--- config.mk ---
export PLATFORM = sky130hd
export DESIGN_NAME = jdac_regs
export DESIGN_NICKNAME = d
export VERILOG_FILES = /design/src/jdac_debounce.v /design/src/jdac_regs.v
export VERILOG_INCLUDE_DIRS = /design/src
export SDC_FILE = /design/constraint.sdc
export NUM_CORES = 1
export LEC_CHECK = 0
export ABC_CLOCK_PERIOD_IN_PS = 4930
export BUFFER_PORTS_ARGS = -buffer_cell sky130_fd_sc_hd__buf_2
export CORE_UTILIZATION = 60
export CTS_CLUSTER_DIAMETER = 40
export DETAILED_ROUTE_END_ITERATION = 16
export PLACE_DENSITY = 0.84
export SLEW_MARGIN = 30
export SYNTH_ARGS = -nofsm -noshare
export SYNTH_HDL_FRONTEND = slang
export SYNTH_SLANG_ARGS = --single-unit
--- constraint.sdc ---
create_clock -name clk -period 4.93 [get_ports clk]
set_input_delay 0.2465 -clock clk [delete_from_list [all_inputs] [get_ports clk]]
set_output_delay 0.2465 -clock clk [all_outputs]
set_load 0.02 [all_outputs]
--- src/jdac_defs.vh ---
// Constants for the jack detection and activity configuration block.
// Assumes an 8-bit register port and a 100 MHz core clock.
`ifndef JDAC_DEFS_VH
`define JDAC_DEFS_VH

`define JDAC_ADDR_DEB_CFG 8'h1B
`define JDAC_ADDR_JACK_STAT 8'h1C
`define JDAC_ADDR_ACT_DET 8'h1E
`define JDAC_ADDR_ACT_GEN 8'h1F

`define JDAC_RST_DEB_CFG 8'h00
`define JDAC_RST_ACT_DET 8'h20
`define JDAC_RST_ACT_GEN 8'h80

// Writable bit masks; read-only reserved bits stay zero
`define JDAC_WMASK_DEB_CFG 8'h7F
`define JDAC_WMASK_ACT_DET 8'hFB
`define JDAC_WMASK_ACT_GEN 8'hE0

// Field positions
`define JDAC_HP_DEB_BIT 6
`define JDAC_INS_DEB_LSB 3
`define JDAC_REM_DEB_BIT 2
`define JDAC_HOOK_DEB_LSB 0
`define JDAC_JACK_TYPE_LSB 6
`define JDAC_HS_KIND_LSB 4
`define JDAC_ADC_MODE_LSB 6
`define JDAC_MON_CH_LSB 4
`define JDAC_SDO_IRQ_BIT 3
`define JDAC_REC_DET_BIT 1
`define JDAC_GEN_CH_LSB 6

// Debounce counts in detections; the insertion base count is in ms ticks
`define JDAC_HP_DEB_COUNT 10'h003
`define JDAC_REM_DEB_LONG 10'h005
`define JDAC_REM_DEB_SHORT 10'h003
`define JDAC_HOOK_DEB_TWO 10'h002
`define JDAC_HOOK_DEB_THREE 10'h003
`define JDAC_NO_DEB_COUNT 10'h001
`define JDAC_INS_BASE_MS 10'h010
`define JDAC_INS_MAX_CODE 3'h5

// Jack type codes
`define JDAC_JACK_NONE 2'h0
`define JDAC_JACK_NO_MIC 2'h1
`define JDAC_JACK_MIC 2'h3

// ADC power modes
`define JDAC_MODE_SW 2'h0
`define JDAC_MODE_ACT 2'h1
`define JDAC_MODE_MIXED 2'h2

// Timing
`define JDAC_CLK_PERIOD_NS 10
`define JDAC_MS_TIME_NS 1000000
`define JDAC_MS_CYCLES (`JDAC_MS_TIME_NS / `JDAC_CLK_PERIOD_NS)

`endif

--- src/jdac_debounce.v ---
// Counts consecutive equal samples of a detector input.
// Assumes sampleTick is a one-cycle pulse in the clk domain.
`timescale 1ns/1ps
module jdac_debounce #(
    parameter DW = 1,
    parameter CW = 10
) (
    input wire clk,
    input wire rst_b,
    input wire clear,
    input wire sampleTick,
    input wire [DW-1:0] sampleIn,
    input wire [CW-1:0] needCount,
    output wire [DW-1:0] stableOut,
    output wire met
);
    reg [DW-1:0] last_q;
    reg [CW-1:0] count_q;

    assign stableOut = last_q;
    assign met = (count_q != {CW{1'b0}}) && (count_q >= needCount);

    always @(posedge clk or negedge rst_b) begin
        if (!rst_b) begin
            last_q <= {DW{1'b0}};
            count_q <= {CW{1'b0}};
        end else if (clear) begin
            count_q <= {CW{1'b0}};
        end else if (sampleTick) begin
            last_q <= sampleIn;
            if ((count_q != {CW{1'b0}}) && (sampleIn == last_q)) begin
                // Saturate so a long stable input keeps met high
                if (count_q != {CW{1'b1}}) begin
                    count_q <= count_q + {{(CW-1){1'b0}}, 1'b1};
                end
            end else begin
                count_q <= {{(CW-1){1'b0}}, 1'b1};
            end
        end
    end
endmodule // jdac_debounce

--- src/jdac_regs.v ---
// Register bank and status logic for jack detection and activity control.
// Assumes detector inputs are synchronous and detTick marks each detection.
`timescale 1ns/1ps
`include "jdac_defs.vh"
module jdac_regs #(
    parameter MS_CYCLES = `JDAC_MS_CYCLES
) (
    input wire clk,
    input wire rst_b,
    input wire [7:0] regAddr,
    input wire regWrEn,
    input wire [7:0] regWrData,
    input wire regRdEn,
    output reg [7:0] regRdData_q,
    input wire headsetDetectEnable,
    input wire detTick,
    input wire jackPresentRaw,
    input wire micPresentRaw,
    input wire [1:0] headsetKindRaw,
    input wire hookRaw,
    input wire activityStart,
    input wire activityEnd,
    input wire adcRecording,
    input wire swAdcPowerUp,
    input wire swAdcPowerDown,
    output reg [1:0] jackTypeStatus_q,
    output reg [1:0] headsetKindStatus_q,
    output reg hookPressed_q,
    output reg adcPowerOn_q,
    output reg activityProcEnable_q,
    output reg [3:0] monitoredChannelMask_q,
    output reg [3:0] generatedChannelMask_q,
    output reg serialOutIrq_q,
    output reg serialOutIrqOe_q
);
    localparam ADC_OFF = 1'b0;
    localparam ADC_ON = 1'b1;

    reg [7:0] debCfg_q;
    reg [7:0] actDetCfg_q;
    reg [7:0] actGenCfg_q;
    reg [16:0] msCount_q;
    reg msTick_q;
    reg activityPending_q;
    reg adcState_q;
    reg adcState_d;
    reg [1:0] jackType_d;
    reg [1:0] headsetKind_d;
    reg hook_d;

    wire headphoneDebounceSel = debCfg_q[`JDAC_HP_DEB_BIT];
    wire [2:0] insertionDebounceSel = debCfg_q[`JDAC_INS_DEB_LSB +: 3];
    wire removalDebounceSel = debCfg_q[`JDAC_REM_DEB_BIT];
    wire [1:0] hookButtonDebounceSel = debCfg_q[`JDAC_HOOK_DEB_LSB +: 2];
    wire [1:0] autoAdcPowerMode = actDetCfg_q[`JDAC_ADC_MODE_LSB +: 2];
    wire [1:0] monitoredChannelSel = actDetCfg_q[`JDAC_MON_CH_LSB +: 2];
    wire serialOutIrqEnable = actDetCfg_q[`JDAC_SDO_IRQ_BIT];
    wire recordTimeDetectEnable = actDetCfg_q[`JDAC_REC_DET_BIT];
    wire [1:0] generatedActivityChannelSel = actGenCfg_q[`JDAC_GEN_CH_LSB +: 2];

    function [3:0] chan_onehot;
        input [1:0] sel;
        begin
            chan_onehot = 4'h1 << sel;
        end
    endfunction

    // Codes six and seven both fall back to a single detection
    function [9:0] insert_need;
        input [2:0] code;
        begin
            if (code <= `JDAC_INS_MAX_CODE) begin
                insert_need = `JDAC_INS_BASE_MS << code;
            end else begin
                insert_need = `JDAC_NO_DEB_COUNT;
            end
        end
    endfunction

    function [9:0] hook_need;
        input [1:0] code;
        begin
            case (code)
                2'h2: hook_need = `JDAC_HOOK_DEB_TWO;
                2'h3: hook_need = `JDAC_HOOK_DEB_THREE;
                default: hook_need = `JDAC_NO_DEB_COUNT;
            endcase
        end
    endfunction

    // Millisecond time base for insertion debounce
    always @(posedge clk or negedge rst_b) begin
        if (!rst_b) begin
            msCount_q <= 17'h00000;
            msTick_q <= 1'b0;
        end else if (msCount_q >= MS_CYCLES[16:0] - 17'h00001) begin
            msCount_q <= 17'h00000;
            msTick_q <= 1'b1;
        end else begin
            msCount_q <= msCount_q + 17'h00001;
            msTick_q <= 1'b0;
        end
    end

    wire detClear = !headsetDetectEnable;
    wire insNoDeb = (insertionDebounceSel > `JDAC_INS_MAX_CODE);
    wire insTick = insNoDeb ? detTick : msTick_q;
    wire [9:0] hpNeed = headphoneDebounceSel ? `JDAC_HP_DEB_COUNT : `JDAC_NO_DEB_COUNT;
    wire [9:0] remNeed = removalDebounceSel ? `JDAC_REM_DEB_SHORT : `JDAC_REM_DEB_LONG;
    wire [1:0] hpStable;
    wire hpMet;
    wire insStable;
    wire insMet;
    wire remStable;
    wire remMet;
    wire hookStable;
    wire hookMet;

    jdac_debounce #(.DW(2), .CW(10)) u_hp_deb (
        .clk(clk),
        .rst_b(rst_b),
        .clear(detClear),
        .sampleTick(detTick),
        .sampleIn(headsetKindRaw),
        .needCount(hpNeed),
        .stableOut(hpStable),
        .met(hpMet)
    );

    jdac_debounce #(.DW(1), .CW(10)) u_ins_deb (
        .clk(clk),
        .rst_b(rst_b),
        .clear(detClear),
        .sampleTick(insTick),
        .sampleIn(jackPresentRaw),
        .needCount(insert_need(insertionDebounceSel)),
        .stableOut(insStable),
        .met(insMet)
    );

    jdac_debounce #(.DW(1), .CW(10)) u_rem_deb (
        .clk(clk),
        .rst_b(rst_b),
        .clear(detClear),
        .sampleTick(detTick),
        .sampleIn(jackPresentRaw),
        .needCount(remNeed),
        .stableOut(remStable),
        .met(remMet)
    );

    jdac_debounce #(.DW(1), .CW(10)) u_hook_deb (
        .clk(clk),
        .rst_b(rst_b),
        .clear(detClear),
        .sampleTick(detTick),
        .sampleIn(hookRaw),
        .needCount(hook_need(hookButtonDebounceSel)),
        .stableOut(hookStable),
        .met(hookMet)
    );

    always @* begin
        jackType_d = jackTypeStatus_q;
        headsetKind_d = headsetKindStatus_q;
        hook_d = hookPressed_q;
        if (headsetDetectEnable) begin
            if (jackTypeStatus_q == `JDAC_JACK_NONE) begin
                if (insMet && insStable) begin
                    jackType_d = micPresentRaw ? `JDAC_JACK_MIC : `JDAC_JACK_NO_MIC;
                end
            end else if (remMet && !remStable) begin
                jackType_d = `JDAC_JACK_NONE;
                headsetKind_d = 2'h0;
                hook_d = 1'b0;
            end else begin
                if (hpMet) begin
                    headsetKind_d = hpStable;
                end
                if (hookMet) begin
                    hook_d = hookStable;
                end
            end
        end
    end

    always @(posedge clk or negedge rst_b) begin
        if (!rst_b) begin
            jackTypeStatus_q <= `JDAC_JACK_NONE;
            headsetKindStatus_q <= 2'h0;
            hookPressed_q <= 1'b0;
        end else begin
            jackTypeStatus_q <= jackType_d;
            headsetKindStatus_q <= headsetKind_d;
            hookPressed_q <= hook_d;
        end
    end

    wire actEnable = !adcRecording || recordTimeDetectEnable;
    wire actStart = activityStart && actEnable;
    wire actEnd = activityEnd && actEnable;

    always @* begin
        adcState_d = adcState_q;
        case (autoAdcPowerMode)
            `JDAC_MODE_SW: begin
                if (swAdcPowerUp) begin
                    adcState_d = ADC_ON;
                end else if (swAdcPowerDown) begin
                    adcState_d = ADC_OFF;
                end
            end
            `JDAC_MODE_ACT: begin
                if (actStart) begin
                    adcState_d = ADC_ON;
                end else if (actEnd) begin
                    adcState_d = ADC_OFF;
                end
            end
            `JDAC_MODE_MIXED: begin
                if (actStart) begin
                    adcState_d = ADC_ON;
                end else if (swAdcPowerDown) begin
                    adcState_d = ADC_OFF;
                end
            end
            // Forbidden mode holds the current state
            default: adcState_d = adcState_q;
        endcase
    end

    always @(posedge clk or negedge rst_b) begin
        if (!rst_b) begin
            adcState_q <= ADC_OFF;
            adcPowerOn_q <= 1'b0;
            activityProcEnable_q <= 1'b0;
            activityPending_q <= 1'b0;
            serialOutIrq_q <= 1'b0;
            serialOutIrqOe_q <= 1'b0;
            monitoredChannelMask_q <= 4'h4;
            generatedChannelMask_q <= 4'h4;
        end else begin
            adcState_q <= adcState_d;
            adcPowerOn_q <= (adcState_d == ADC_ON);
            activityProcEnable_q <= actEnable;
            // Set wins over clear in the same cycle
            if (actStart) begin
                activityPending_q <= 1'b1;
            end else if (actEnd) begin
                activityPending_q <= 1'b0;
            end
            serialOutIrqOe_q <= serialOutIrqEnable && !adcRecording;
            serialOutIrq_q <= serialOutIrqEnable && !adcRecording && (activityPending_q || actStart);
            monitoredChannelMask_q <= chan_onehot(monitoredChannelSel);
            generatedChannelMask_q <= chan_onehot(generatedActivityChannelSel);
        end
    end

    always @(posedge clk or negedge rst_b) begin
        if (!rst_b) begin
            debCfg_q <= `JDAC_RST_DEB_CFG;
            actDetCfg_q <= `JDAC_RST_ACT_DET;
            actGenCfg_q <= `JDAC_RST_ACT_GEN;
        end else if (regWrEn) begin
            case (regAddr)
                `JDAC_ADDR_DEB_CFG: debCfg_q <= regWrData & `JDAC_WMASK_DEB_CFG;
                `JDAC_ADDR_ACT_DET: actDetCfg_q <= regWrData & `JDAC_WMASK_ACT_DET;
                `JDAC_ADDR_ACT_GEN: actGenCfg_q <= regWrData & `JDAC_WMASK_ACT_GEN;
                default: debCfg_q <= debCfg_q;
            endcase
        end
    end

    // Unmapped addresses read as zero
    always @(posedge clk or negedge rst_b) begin
        if (!rst_b) begin
            regRdData_q <= 8'h00;
        end else if (regRdEn) begin
            case (regAddr)
                `JDAC_ADDR_DEB_CFG: regRdData_q <= debCfg_q;
                `JDAC_ADDR_JACK_STAT: regRdData_q <= {jackTypeStatus_q, headsetKindStatus_q, 4'h0};
                `JDAC_ADDR_ACT_DET: regRdData_q <= actDetCfg_q;
                `JDAC_ADDR_ACT_GEN: regRdData_q <= actGenCfg_q;
                default: regRdData_q <= 8'h00;
            endcase
        end
    end
endmodule // jdac_regs

==> results.md <==
Clock tree:
- Gates resized during post-CTS repair numbered 0.
- The clock reaches the later pin of the worst-skew pair after 0.37 ns.
- The number of H-tree levels is 3.
- The clock net in this run drives a total of 106 sinks.
- Once the clock tree was built, the setup fixing pass inserted 0 buffers.
- In this run the clock root is driven by a clkbuf_8.
- The number of hold buffers added after CTS was 1.
- TritonCTS built the clock tree.
- The register clock-pin slew on the reported worst setup and hold paths is 0.11 ns.
- TritonCTS created 9 clock buffers.
- In this run the deepest clock path goes through 2 buffers.

Setup path:
- Walking the worst path, the cells encountered are ha_1 > nand3_2 > or4_1 > o21ai_4 > or2_1 > o41ai_1.
- The biggest cell delay along the critical path is 0.73 ns.
- In this run the register-to-register setup slack is 2.73 ns.
- The cell with the largest stage delay on the worst path is or4_1.
- The worst register-to-register path begins at u_hook_deb.count_q[1]$_DFFE_PN0P_.
- The maximum fanout along the worst path is 7.
- The type of the worst setup path is register to register.
- STA classifies the critical path endpoint as a register.
- The worst register-to-register path ends at u_hook_deb.count_q[6]$_DFFE_PN0P_.
- The required arrival time at the worst endpoint is 5.18 ns.
- The depth of the worst register-to-register path is 6.
- STA classifies the critical path startpoint as a register.
- For the worst setup path, the data arrival time is 2.45 ns.

Routing:
- The number of vias after detailed routing is 4819.
- The remaining routing DRC violations is 0.
- The DRC violation total after the first TritonRoute iteration is 291.
- The routed length per placed instance is 16.58 µm.
- The number of routed nets with antenna violations is 0.
- The routed design has 12.80 mm of wire.
- The mean number of vias per cell is 6.242.
- For this run, the detailed router's first-pass iteration total came to 5.

Timing:
- Headroom to the max-slew limit came out at 44.40%.
- Based on the critical path, the design can be clocked at up to 455.2 MHz.
- Summed over all failing endpoints, the final setup total negative slack is 0 ns.
- The count of final hold-check violations is 0.
- The worst path needs 2.197 ns of the cycle, external delays included.
- Setup violations remaining at the end of the flow were counted as 0.
- For the pin with the worst max-slew slack, the measured transition is 0.8310 ns.
- Final hold analysis gives a worst-case slack of 0.03992 ns.
- The final max-slew violation count is 0.
- The portion of the clock cycle consumed by the worst path in the final layout is 44.56%.
- Setup repair after global routing left no endpoint under its margin.
- For the final database, setup skew stands at 0.01479 ns.

Synth:
- The commonest cells after synthesis are dfrtp_1, nor2_1, nand2_1.
- The share of the yosys chip area belonging to registers is 46.23%.
- The top flip-flop cell by instance count after synthesis is dfrtp_1.
- The share of Yosys cell area claimed by the top area cell type is 44.41%.
- The gate count of the mapped netlist is 583.
- For this run, asynchronously set or reset flops after synthesis account for 100.0%.
- The mapped cell area is 5748 µm².
- Dividing the synthesized area by the synthesized cell count gives 9.859 µm².
- The number of flops mapped to enable cells by yosys is 0.
- The total of warnings raised by yosys is 0.
- The number of different library cells in the post-synthesis netlist is 68.
- The number of nets handed over by synthesis was 636.
- In the post-synthesis netlist, the biggest area contributors are dfrtp_1, ha_1, mux2_2.
- In this run, synthesis produced a sequential element count of 106.
- Among all cell types in the netlist, the one instantiated most often is dfrtp_1.
- The largest total area in the synthesized netlist belongs to dfrtp_1.

Min path:
- The kind of path behind the tightest hold check is primary input to register.
- The startpoint of the worst hold path is adcRecording.
- The worst hold path terminates at serialOutIrqOe_q$_DFF_PN0_.
- The worst hold path was traced through 2 stages.

Floorplan:
- The die covers 9975 µm².
- The vertical die dimension is 99.88 µm.
- During I/O placement, the number of pins put on the boundary was 57.
- The effective utilization at floorplan is 62.21%.
- The initialized floorplan defines 35 standard-cell rows.
- The region available for standard cell placement spans 9240 µm².
- The die is 99.88 µm wide.

Placement:
- The placer congestion estimate is 0.9137.
- The wire-length estimate of the detail-placed layout is 9.371 mm.
- The number of I/O port buffers is 56.
- The cell count after placement is 755.

Power and ir drop:
- The power density over the cells is 250.4 nW/µm².
- The peak supply drop is 141.9 µV.
- In this run the static leakage power is 2.900 nW.

Finish:
- Compared with the post-synthesis result, the final layout area differs by 10.30%.
- The filler cell count in the final layout is 679.
- The number of nets in the final layout is 691.
- The final standard cell count with taps included and fillers excluded is 772.
- Cells with a size suffix above 1 make up 18.82% of the layout.
- The number of diodes added for antenna fixing is 0.

Outcome:
- The flow ran to the end, and the final reports show no timing, DRC or antenna violations.

GRT:
- The first global-routing pass estimated 21.31 mm of wire.
- The remaining global-route overflow is 0.
- In the global route stage, overall resource usage came out at 26.77%.
- The maximum number of pins on one net before global-route repair is 55.
- The number of global-route vias before repair is 4548.
- The number of antenna violations at the first check in global routing is 0.

Job:
- Max-cap violations in this run came to 0.
## registers in the layout, summed over array words and instances, names as in the netlist, 3 cells and up
register and cells:
msCount_q 17, u_hook_deb.count_q 10, u_hp_deb.count_q 10, u_ins_deb.count_q 10
u_rem_deb.count_q 10, regRdData_q 8, actDetCfg_q 7, debCfg_q 7
generatedChannelMask_q 4, monitoredChannelMask_q 4, actGenCfg_q 3
## final cells by class
type | count | area, µm² | area share (%)
Tap cell | 129 | 161.4 | 2.546
Clock inverter | 6 | 57.56 | 0.9078
Inverter | 28 | 105.1 | 1.658
Sequential cell | 106 | 2658 | 41.92
Clock buffer | 10 | 137.6 | 2.171
Multi-Input combinational cell | 435 | 2920 | 46.06
Timing Repair Buffer | 58 | 300.3 | 4.737
## worst max-delay path: cells and delay by family (launching register included)
family | cells | cell delay, ns
DFF | 1 | 0.42
adders and majority gates | 1 | 0.25
AOI/OAI and AO/OA | 2 | 0.36
and+or+nand+nor | 3 | 1.04
## power breakdown
group	internal (mW)	total (mW)	leakage, nW	switching (mW)
logic	0.0551	0.151	1.39	0.0955
clock network	0.210	0.526	0.0949	0.316
registers	0.890	0.911	1.42	0.0206
total	1.16	1.59	2.90	0.432
## per-layer routing
layer | global-route usage [%] | share of wire (%) | up-vias | routed length, µm
met4 | 11.65 | 2.0 | 0 | 250
li1 | - | - | 2241 | -
met5 | 0 | 0 | - | 0
met1 | 35.74 | 44 | 2343 | 5666
met2 | 43.87 | 48 | 208 | 6141
met3 | 3.830 | 5.8 | 27 | 738
## worst max path at each step
stage / from / to / slack (ns) / cells past startpoint
after global placement: msCount_q[0]$_DFF_PN0_ / msCount_q[16]$_DFF_PN0_ / 2.86 / 6
after floorplan: debCfg_q[5]$_DFFE_PN0P_ / jackTypeStatus_q[1]$_DFFE_PN0P_ / 2.97 / 7
after CTS: msCount_q[0]$_DFF_PN0_ / msCount_q[3]$_DFF_PN0_ / 2.64 / 6
after global routing: u_hook_deb.count_q[1]$_DFFE_PN0P_ / u_hook_deb.count_q[6]$_DFFE_PN0P_ / 2.63 / 6
final: u_hook_deb.count_q[1]$_DFFE_PN0P_ / u_hook_deb.count_q[6]$_DFFE_PN0P_ / 2.73 / 6
after detailed placement: msCount_q[0]$_DFF_PN0_ / msCount_q[11]$_DFF_PN0_ / 2.65 / 6
## through the flow
stage	cell area [µm²]	power [mW]	setup WS [ns]	util, %
2_1_floorplan	5748	1.013	2.967	-
4_1_cts	6332	1.598	2.643	68.53
3_3_place_gp	6127	1.067	2.857	66.31
3_5_place_dp	6127	1.075	2.655	66.31
5_1_grt	6340	1.652	2.629	68.61
6_report	6340	1.587	2.733	68.61
## cell families (layout without fill, tap and decap cells)
logic type / Yosys count / in the layout / synth area share, %
AND/OR/NAND/NOR: 228 / 228 / 20.59
AO/OA/AOI/OAI: 135 / 135 / 16.52
flip-flops: 106 / 106 / 46.23
buffers and inverters: 42 / 102 / 3.091
multiplexers: 29 / 29 / 5.638
XOR/XNOR: 22 / 22 / 3.352
adder cells (fa/ha/maj): 21 / 21 / 4.571
## cells in the final DEF (no fill, tap or decap), types with 4 or more instances in the layout
master	count
dfrtp_1	102
nor2_1	57
buf_2	55
nand2_1	45
nand3_1	32
inv_1	28
a21oi_1	24
o21ai_1	22
ha_1	21
mux2_2	20
o21ai_0	17
nand4_1	15
and3_1	13
nor2b_1	12
xor2_1	12
xnor2_1	10
o31ai_1	10
clkbuf_8	10
or3_1	8
o22ai_1	8
nor3_1	7
mux2_1	7
a31oi_1	6
a22o_1	6
and4_1	5
nand2b_1	4
or4_1	4
and2_1	4
dfstp_2	4
(Power assumes the default switching activity.)
